`src/core/obt_pkg.sv`:
```
// package for the octal bus transceiver with storage registers
package obt_pkg;
  // word width of each bus
  localparam int WIDTH = 8;
  // storage register reset value (documented part has none; a sim needs one)
  localparam logic [7:0] REG_RESET = 8'h00;
  // synchroniser reset: every pin at its idle level, so the low enable sits high
  localparam logic [21:0] SYNC_RESET = 22'h4_0000;
  // variant codes: inverting or straight outputs
  typedef enum logic [1:0]
  {
    VAR_STRAIGHT = 2'b01,
    VAR_INVERT = 2'b10
  } obt_variant_t;
  // one three-state bus driver
  typedef struct packed
  {
    logic [7:0] data;
    logic oe;
  } obt_drive_t;
endpackage

```
`src/core/obt_top.sv`:
```
// octal bus transceiver with per-direction storage registers
// Function
// - move bytes between buses a and b
// - capture clock rises load register from bus
// - select low live, high stored data
// - select change gives no output glitch
// - inverting variant drives complement
// - straight variant drives data unchanged
// - enables gate drivers; isolation when both off
// - a-to-b enabled, live: b follows a
// - b-to-a enabled, live: a follows b
// - a-to-b stored: b shows a register
// - b-to-a stored: a shows b register
// - both stored: both registers driven together
// - a driving b loads both registers
// - b driving a loads both registers
// - both live enabled: each bus echoes the other bus's sampled value
module obt_top #(
  parameter obt_pkg::obt_variant_t VARIANT = obt_pkg::VAR_STRAIGHT
) (
  // system clock and reset
  input wire logic clk_sys,
  input wire logic reset,
  // capture clocks from pins
  input wire logic a_capture_clock,
  input wire logic b_capture_clock,
  // controls from pins
  input wire logic a_to_b_drive_enable,
  input wire logic b_to_a_drive_enable_n,
  input wire logic a_to_b_source_select,
  input wire logic b_to_a_source_select,
  // bus a pin split
  input wire logic [7:0] bus_a_in,
  output logic [7:0] bus_a_out,
  output logic bus_a_oe,
  // bus b pin split
  input wire logic [7:0] bus_b_in,
  output logic [7:0] bus_b_out,
  output logic bus_b_oe
);
  ////////////////////////////////////////////////////////////////////////////
  // two-flop synchronisers; every pin passes them before use
  // limitation: a data or control pin change reaches the outputs three clocks later (a capture rise, four), and a
  // capture pulse must stay one clock high and one low to be seen
  logic [21:0] sy1_r, sy1_nxt, sy2_r, sy2_nxt;
  // stage one samples pins, stage two samples stage one only
  always_comb
  begin
    sy1_nxt = {a_capture_clock, b_capture_clock, a_to_b_drive_enable,
               b_to_a_drive_enable_n, a_to_b_source_select,
               b_to_a_source_select, bus_a_in, bus_b_in};
    sy2_nxt = sy1_r;
  end
  // both stages reset to idle pin levels: an all-zero reset would read as an
  // active low enable and drive bus a for two clocks after release
  always_ff @(posedge clk_sys or posedge reset)
  begin
    if (reset)
    begin
      sy1_r <= obt_pkg::SYNC_RESET;
      sy2_r <= obt_pkg::SYNC_RESET;
    end
    else
    begin
      sy1_r <= sy1_nxt;
      sy2_r <= sy2_nxt;
    end
  end
  // named views of the synchronised pins
  logic cka, ckb, en_ab, en_ba_n, sel_ab, sel_ba;
  logic [7:0] a_s, b_s;
  assign {cka, ckb, en_ab, en_ba_n, sel_ab, sel_ba, a_s, b_s} = sy2_r;

  ////////////////////////////////////////////////////////////////////////////
  // capture edge detect and storage registers
  logic cka_d_r, cka_d_nxt, ckb_d_r, ckb_d_nxt;
  logic [7:0] reg_a_r, reg_a_nxt, reg_b_r, reg_b_nxt;
  logic rise_a, rise_b;
  // one-clock rise strobes; history resets low like the idle capture pins
  assign rise_a = cka & ~cka_d_r;
  assign rise_b = ckb & ~ckb_d_r;
  // loads ignore selects and enables; bus value is whatever is on the wire,
  // so a driven bus copies into the far register too
  // a rise and its data cross the synchroniser together, so no skew between them
  always_comb
  begin
    cka_d_nxt = cka;
    ckb_d_nxt = ckb;
    reg_a_nxt = rise_a ? a_s : reg_a_r;
    reg_b_nxt = rise_b ? b_s : reg_b_r;
  end
  // edge history and storage registers
  always_ff @(posedge clk_sys or posedge reset)
  begin
    if (reset)
    begin
      cka_d_r <= 1'b0;
      ckb_d_r <= 1'b0;
      reg_a_r <= obt_pkg::REG_RESET;
      reg_b_r <= obt_pkg::REG_RESET;
    end
    else
    begin
      cka_d_r <= cka_d_nxt;
      ckb_d_r <= ckb_d_nxt;
      reg_a_r <= reg_a_nxt;
      reg_b_r <= reg_b_nxt;
    end
  end

  ////////////////////////////////////////////////////////////////////////////
  // output path: mux, polarity, registered so a select change never glitches
  obt_pkg::obt_drive_t drv_a_r, drv_a_nxt, drv_b_r, drv_b_nxt;
  // polarity flag, fixed for each instance by the variant parameter
  logic inv;
  assign inv = (VARIANT == obt_pkg::VAR_INVERT);
  // next drive values: source mux, then polarity, then enables
  always_comb
  begin
    // live bus when select low, stored word when high
    drv_b_nxt.data = sel_ab ? reg_a_r : a_s;
    drv_a_nxt.data = sel_ba ? reg_b_r : b_s;
    // polarity by variant
    if (inv)
    begin
      drv_b_nxt.data = ~drv_b_nxt.data;
      drv_a_nxt.data = ~drv_a_nxt.data;
    end
    // straight variant leaves data as is
    drv_b_nxt.oe = en_ab;
    drv_a_nxt.oe = ~en_ba_n;
  end
  // flops remove mux decoding glitches at the cost of latency
  // trade-off: one more clock on every path, but no pin-to-pin combinational path
  always_ff @(posedge clk_sys or posedge reset)
  begin
    if (reset)
    begin
      drv_a_r <= '0;
      drv_b_r <= '0;
    end
    else
    begin
      drv_a_r <= drv_a_nxt;
      drv_b_r <= drv_b_nxt;
    end
  end
  // split driver ports
  // both live and enabled: each bus echoes the other bus's sampled value
  assign bus_a_out = drv_a_r.data;
  assign bus_a_oe = drv_a_r.oe;
  assign bus_b_out = drv_b_r.data;
  assign bus_b_oe = drv_b_r.oe;

  ////////////////////////////////////////////////////////////////////////////
  // checks: all sample the synchronised view, one clock ahead of the outputs
  // isolation: neither bus driven one clock after both enables go idle
  a_iso_both: assert property (@(posedge clk_sys) disable iff (reset)
    (!en_ab && en_ba_n) |=> (!bus_a_oe && !bus_b_oe))
    else $error("isolation not kept");
  // b drive off whenever its high enable is low
  a_b_off: assert property (@(posedge clk_sys) disable iff (reset)
    !en_ab |=> !bus_b_oe)
    else $error("b driven while disabled");
  // a drive off whenever its low enable is high
  a_a_off: assert property (@(posedge clk_sys) disable iff (reset)
    en_ba_n |=> !bus_a_oe)
    else $error("a driven while disabled");
  // live a to b, complemented in the inverting variant
  a_live_ab: assert property (@(posedge clk_sys) disable iff (reset)
    (en_ab && !sel_ab) |=> (bus_b_out == (inv ? ~$past(a_s) : $past(a_s))))
    else $error("b not live from a");
  // live b to a
  a_live_ba: assert property (@(posedge clk_sys) disable iff (reset)
    (!en_ba_n && !sel_ba) |=> (bus_a_out == (inv ? ~$past(b_s) : $past(b_s))))
    else $error("a not live from b");
  // stored a register onto bus b
  a_stored_ab: assert property (@(posedge clk_sys) disable iff (reset)
    (en_ab && sel_ab) |=> (bus_b_oe && bus_b_out == (inv ? ~$past(reg_a_r) : $past(reg_a_r))))
    else $error("b not from a register");
  // stored b register onto bus a
  a_stored_ba: assert property (@(posedge clk_sys) disable iff (reset)
    (!en_ba_n && sel_ba) |=> (bus_a_oe &&
    bus_a_out == (inv ? ~$past(reg_b_r) : $past(reg_b_r))))
    else $error("a not from b register");
  // both stored words driven at once
  a_both_stored: assert property (@(posedge clk_sys) disable iff (reset)
    (en_ab && sel_ab && !en_ba_n && sel_ba) |=> (bus_a_oe && bus_b_oe &&
    bus_a_out == (inv ? ~$past(reg_b_r) : $past(reg_b_r)) &&
    bus_b_out == (inv ? ~$past(reg_a_r) : $past(reg_a_r))))
    else $error("both stored words not driven");
  // a register loads on a capture rise, whatever drives bus a
  a_load_a: assert property (@(posedge clk_sys) disable iff (reset)
    (cka && !$past(cka)) |=> (reg_a_r == $past(a_s)))
    else $error("a register missed load");
  // b register loads on a capture rise, whatever drives bus b
  a_load_b: assert property (@(posedge clk_sys) disable iff (reset)
    (ckb && !$past(ckb)) |=> (reg_b_r == $past(b_s)))
    else $error("b register missed load");
  // a register holds between rises
  a_hold_a: assert property (@(posedge clk_sys) disable iff (reset)
    !(cka && !$past(cka)) |=> $stable(reg_a_r))
    else $error("a register changed without edge");
  // b register holds between rises
  a_hold_b: assert property (@(posedge clk_sys) disable iff (reset)
    !(ckb && !$past(ckb)) |=> $stable(reg_b_r))
    else $error("b register changed without edge");
  // b drive turns on one clock after its enable rises
  a_oe_follow: assert property (@(posedge clk_sys) disable iff (reset)
    $rose(en_ab) |=> (bus_b_oe && !$past(bus_b_oe)))
    else $error("b enable late");
  // a drive turns on one clock after its low enable falls
  a_oe_ba_follow: assert property (@(posedge clk_sys) disable iff (reset)
    $fell(en_ba_n) |=> (bus_a_oe && !$past(bus_a_oe)))
    else $error("a enable late");

  // each cover marks a scenario the bench must reach
  c_both_stored: cover property (@(posedge clk_sys) bus_a_oe && bus_b_oe && sel_ab && sel_ba);
  c_load_both: cover property (@(posedge clk_sys) rise_a && rise_b);
  c_iso: cover property (@(posedge clk_sys) !bus_a_oe && !bus_b_oe);
  c_live_ab: cover property (@(posedge clk_sys) bus_b_oe && en_ab && !sel_ab);
  c_feedback: cover property (@(posedge clk_sys) bus_a_oe && bus_b_oe && !sel_ab && !sel_ba);
endmodule // obt_top

```
`config.mk`:
```
export PLATFORM = sky130hd
export DESIGN_NAME = obt_top
export DESIGN_NICKNAME = d
export VERILOG_FILES = /design/src/core/obt_pkg.sv /design/src/core/obt_top.sv
export SDC_FILE = /design/constraint.sdc
export NUM_CORES = 1
export LEC_CHECK = 0
export BUFFER_PORTS_ARGS = -buffer_cell sky130_fd_sc_hd__buf_2
export CAP_MARGIN = 20
export CORE_ASPECT_RATIO = 0.5
export CORE_UTILIZATION = 45
export DETAILED_ROUTE_END_ITERATION = 10
export PLACE_DENSITY = 0.68
export SLEW_MARGIN = 10
export SYNTH_ARGS = -nofsm -noshare
export SYNTH_HDL_FRONTEND = slang
export SYNTH_SLANG_ARGS = --single-unit
```
`constraint.sdc`:
```
create_clock -name clk_sys -period 2.54 [get_ports clk_sys]
set_input_delay 0.381 -clock clk_sys [delete_from_list [all_inputs] [get_ports clk_sys]]
set_output_delay 0.381 -clock clk_sys [all_outputs]
set_load 0.01 [all_outputs]
```
==> flow_summary.yaml <==
setup_path:
  critPathArrivalTime_ns: 0.84
  critPathSlowestCell: "dfrtp_1"
  cp-end-kind: "output port"
  critPathTopFamily: "flip-flops"
  worstPathMaxFanout: 1
  critPathKind: "flop to output port"
  slowest_delay_ns: 0.37
  path_buf_inv: 1
  crit_chain: "buf_2"
  cp.required_ns: 2.16
  start_kind: "flop"
sta:
  final_hold_viol_count: 0
  period_minus_slack_ns: 1.22
  worst_pin_slew_ns: 0.663
  fmax_mhz: 817
  hold-worst-slack_ns: 0.123
  finalClockSkew_ns: 0.00680
  post-route-period-util_pct: 48.2
  fin_setup_tns_ns: 0
  fin_ws_ns: 1.32
  grt_setup_unrepaired: "false"
  setup_viol: 0
  slew_headroom_pct: 55.7
  slew_violations: 0
routing:
  vias_per_cell: 4.36
  drt_wl_total_um: 3080
  ant_nets: 0
  vias: 1064
  drt_iter0_markers: 12
  first_pass_iters: 3
  routedWlPerCell_um: 12.6
  drc: 0
floorplanning:
  die_h_um: 54.6
  floorplan.die_area_um2: 5860
  start_util_pct: 48.8
  core_um2: 5110
  die_w_um: 107
  ioPinCount: 42
  rows: 18
cts:
  cts_setup_buffers: 0
  cts_sinks: 80
  clockBufferDepth: 2
  holdBufCountCts: 0
  clk_pin_slew_ns: 0.07
  cts_tree: "yes"
  clock_latency_ns: 0.33
  cts_resized: 0
  root_buffer: "clkbuf_8"
  cts_buffers: 9
  htreeDepth: 3
run:
  maxCapViolCount: 0
placement:
  placed_area_um2: 2770
  routabilityCongestion: 0.608
  io_buffers: 41
  dp_slack_ns: 1.34
  hpwl_um: 1930
power_and_ir_drop:
  p_leak_nw: 1.42
  p_sw_share_pct: 21.7
  comb_power_share_pct: 8.4
  power.density_nw_per_um2: 815
  ir_worst_vdd_mv: 0.440
  power_switching_mw: 0.520
  p_seq_share_pct: 59.6
  p_int_mw: 1.88
  clkPwrFrac_pct: 32.1
global_routing:
  grt_pass1_vias: 1030
  met3_usage_pct: 8.45
  met1_usage_pct: 13.4
  grt_pass1_wl_um: 4830
  use_met2_pct: 18.9
  antenna_found_initial: 0
  grt-ovfl-total: 0
  grt_use_total_pct: 12.4
  grt_max_degree: 42
  top_usage_layer: "met2"
synth:
  yosys.area.top_type: "dfrtp_1"
  synth_xor_area_share_pct: 0
  avgSynthCellArea_um2: 20.8
  synth_nets: 144
  synth_edf_count: 0
  synth_compound_area_share_pct: 0
  synth_most_common_cell: "dfrtp_1"
  syn_inst: 120
  synth.mux.area_fraction_pct: 16.9
  ys_warn_count: 0
  synth_flop_cell: "dfrtp_1"
  ys_top_cells_by_count: "78 x dfrtp_1, 16 x mux2_2, 16 x mux2_4"
  synth_seq_cells: 80
  synth_top_family_by_area: "multiplexers"
  yosys.area_share.simple_pct: 1.10
  synth_fa_ha_area_share_pct: 0
  async_flop_share_pct: 100
  ys_seq_area_share_pct: 80.4
  synth.distinct_cells: 8
  syn-cell-area_um2: 2490
  synth_area_leaders: "dfrtp_1 78%, mux2_4 9.6%, mux2_2 7.2%"
  synth_top_area_share_pct: 78.3
final_layout:
  drive_gt1_share_pct: 53.4
  diodes: 0
  nNetsFinal: 193
  design_area_um2: 2940
  syn_to_final_growth_pct: 17.9
  utilization_pct: 57.5
outcome:
  outcome: "finished clean"
worst_hold_path:
  hold_class: "input pin to async pin"
[cell usage in the layout (no fill, tap or decap), drive strengths merged]
cell type	count
nand2b	2
mux2	32
dfstp	2
inv	1
dfrtp	78
buf	42
clkbuf	12
clkinv	5
[cells by family after synthesis]
logic type | after synthesis
and+or+nand+nor | 2
DFF | 80
muxes | 32
buffers and inverters | 6
[layer usage]
layer	vias up	part of all wire, %
li1	492	-
met3	5	7.5
met4	0	1.2
met1	540	44
met2	27	48
met5	-	0
[registers in the layout, summed over array words and instances (netlist names)]
signal     count
sy2_r         22
bus_a_out      8
cka_d_r        1
reg_a_r        8
ckb_d_r        1
bus_b_out      8
reg_b_r        8
bus_a_oe       1
sy1_r         22
bus_b_oe       1
[power by group through the flow]
| stage | clock network (mW) | registers, mW | logic (mW) |
|---|---|---|---|
| 3_3_place_gp | 0 | 1.45 | 0.199 |
| 6_report | 0.769 | 1.43 | 0.200 |
| 5_1_grt | 0.863 | 1.44 | 0.221 |
| 2_1_floorplan | 0 | 1.46 | 0.125 |
| 3_5_place_dp | 0 | 1.45 | 0.206 |
| 4_1_cts | 0.799 | 1.43 | 0.206 |
[through the flow]
stage	total power [mW]	std cells
after floorplan	1.58	120
after global routing	2.52	244
after detailed placement	1.66	228
after CTS	2.43	244
after global placement	1.65	228
final	2.40	244
[final cells by class]
class	count	area [um^2]
Fill cell	379	2170
Sequential cell	80	2000
Multi-Input combinational cell	34	448
Timing Repair Buffer	42	225
Clock buffer	12	145
Tap cell	70	87.6
Clock inverter	4	20.0
Inverter	2	8.76
[final timing paths]
| kind | from | endpoint | slack (ns) | depth (start not counted) |
|---|---|---|---|---|
| hold reg to reg | sy1_r[16] | sy2_r[16] | 0.35 | 0 |
| setup reg to reg | sy2_r[17] | bus_b_out[2] | 1.47 | 1 |
| max in group asynchronous | reset | sy2_r[18] | 1.74 | 3 |
| hold / removal | reset | sy1_r[16] | 0.12 | 2 |
| min in group clk_sys | b_to_a_drive_enable_n | sy1_r[18] | 0.14 | 1 |
| setup / recovery | bus_b_out[1] | bus_b_out[1] | 1.32 | 1 |
Power figures use the tool's default switching activity.
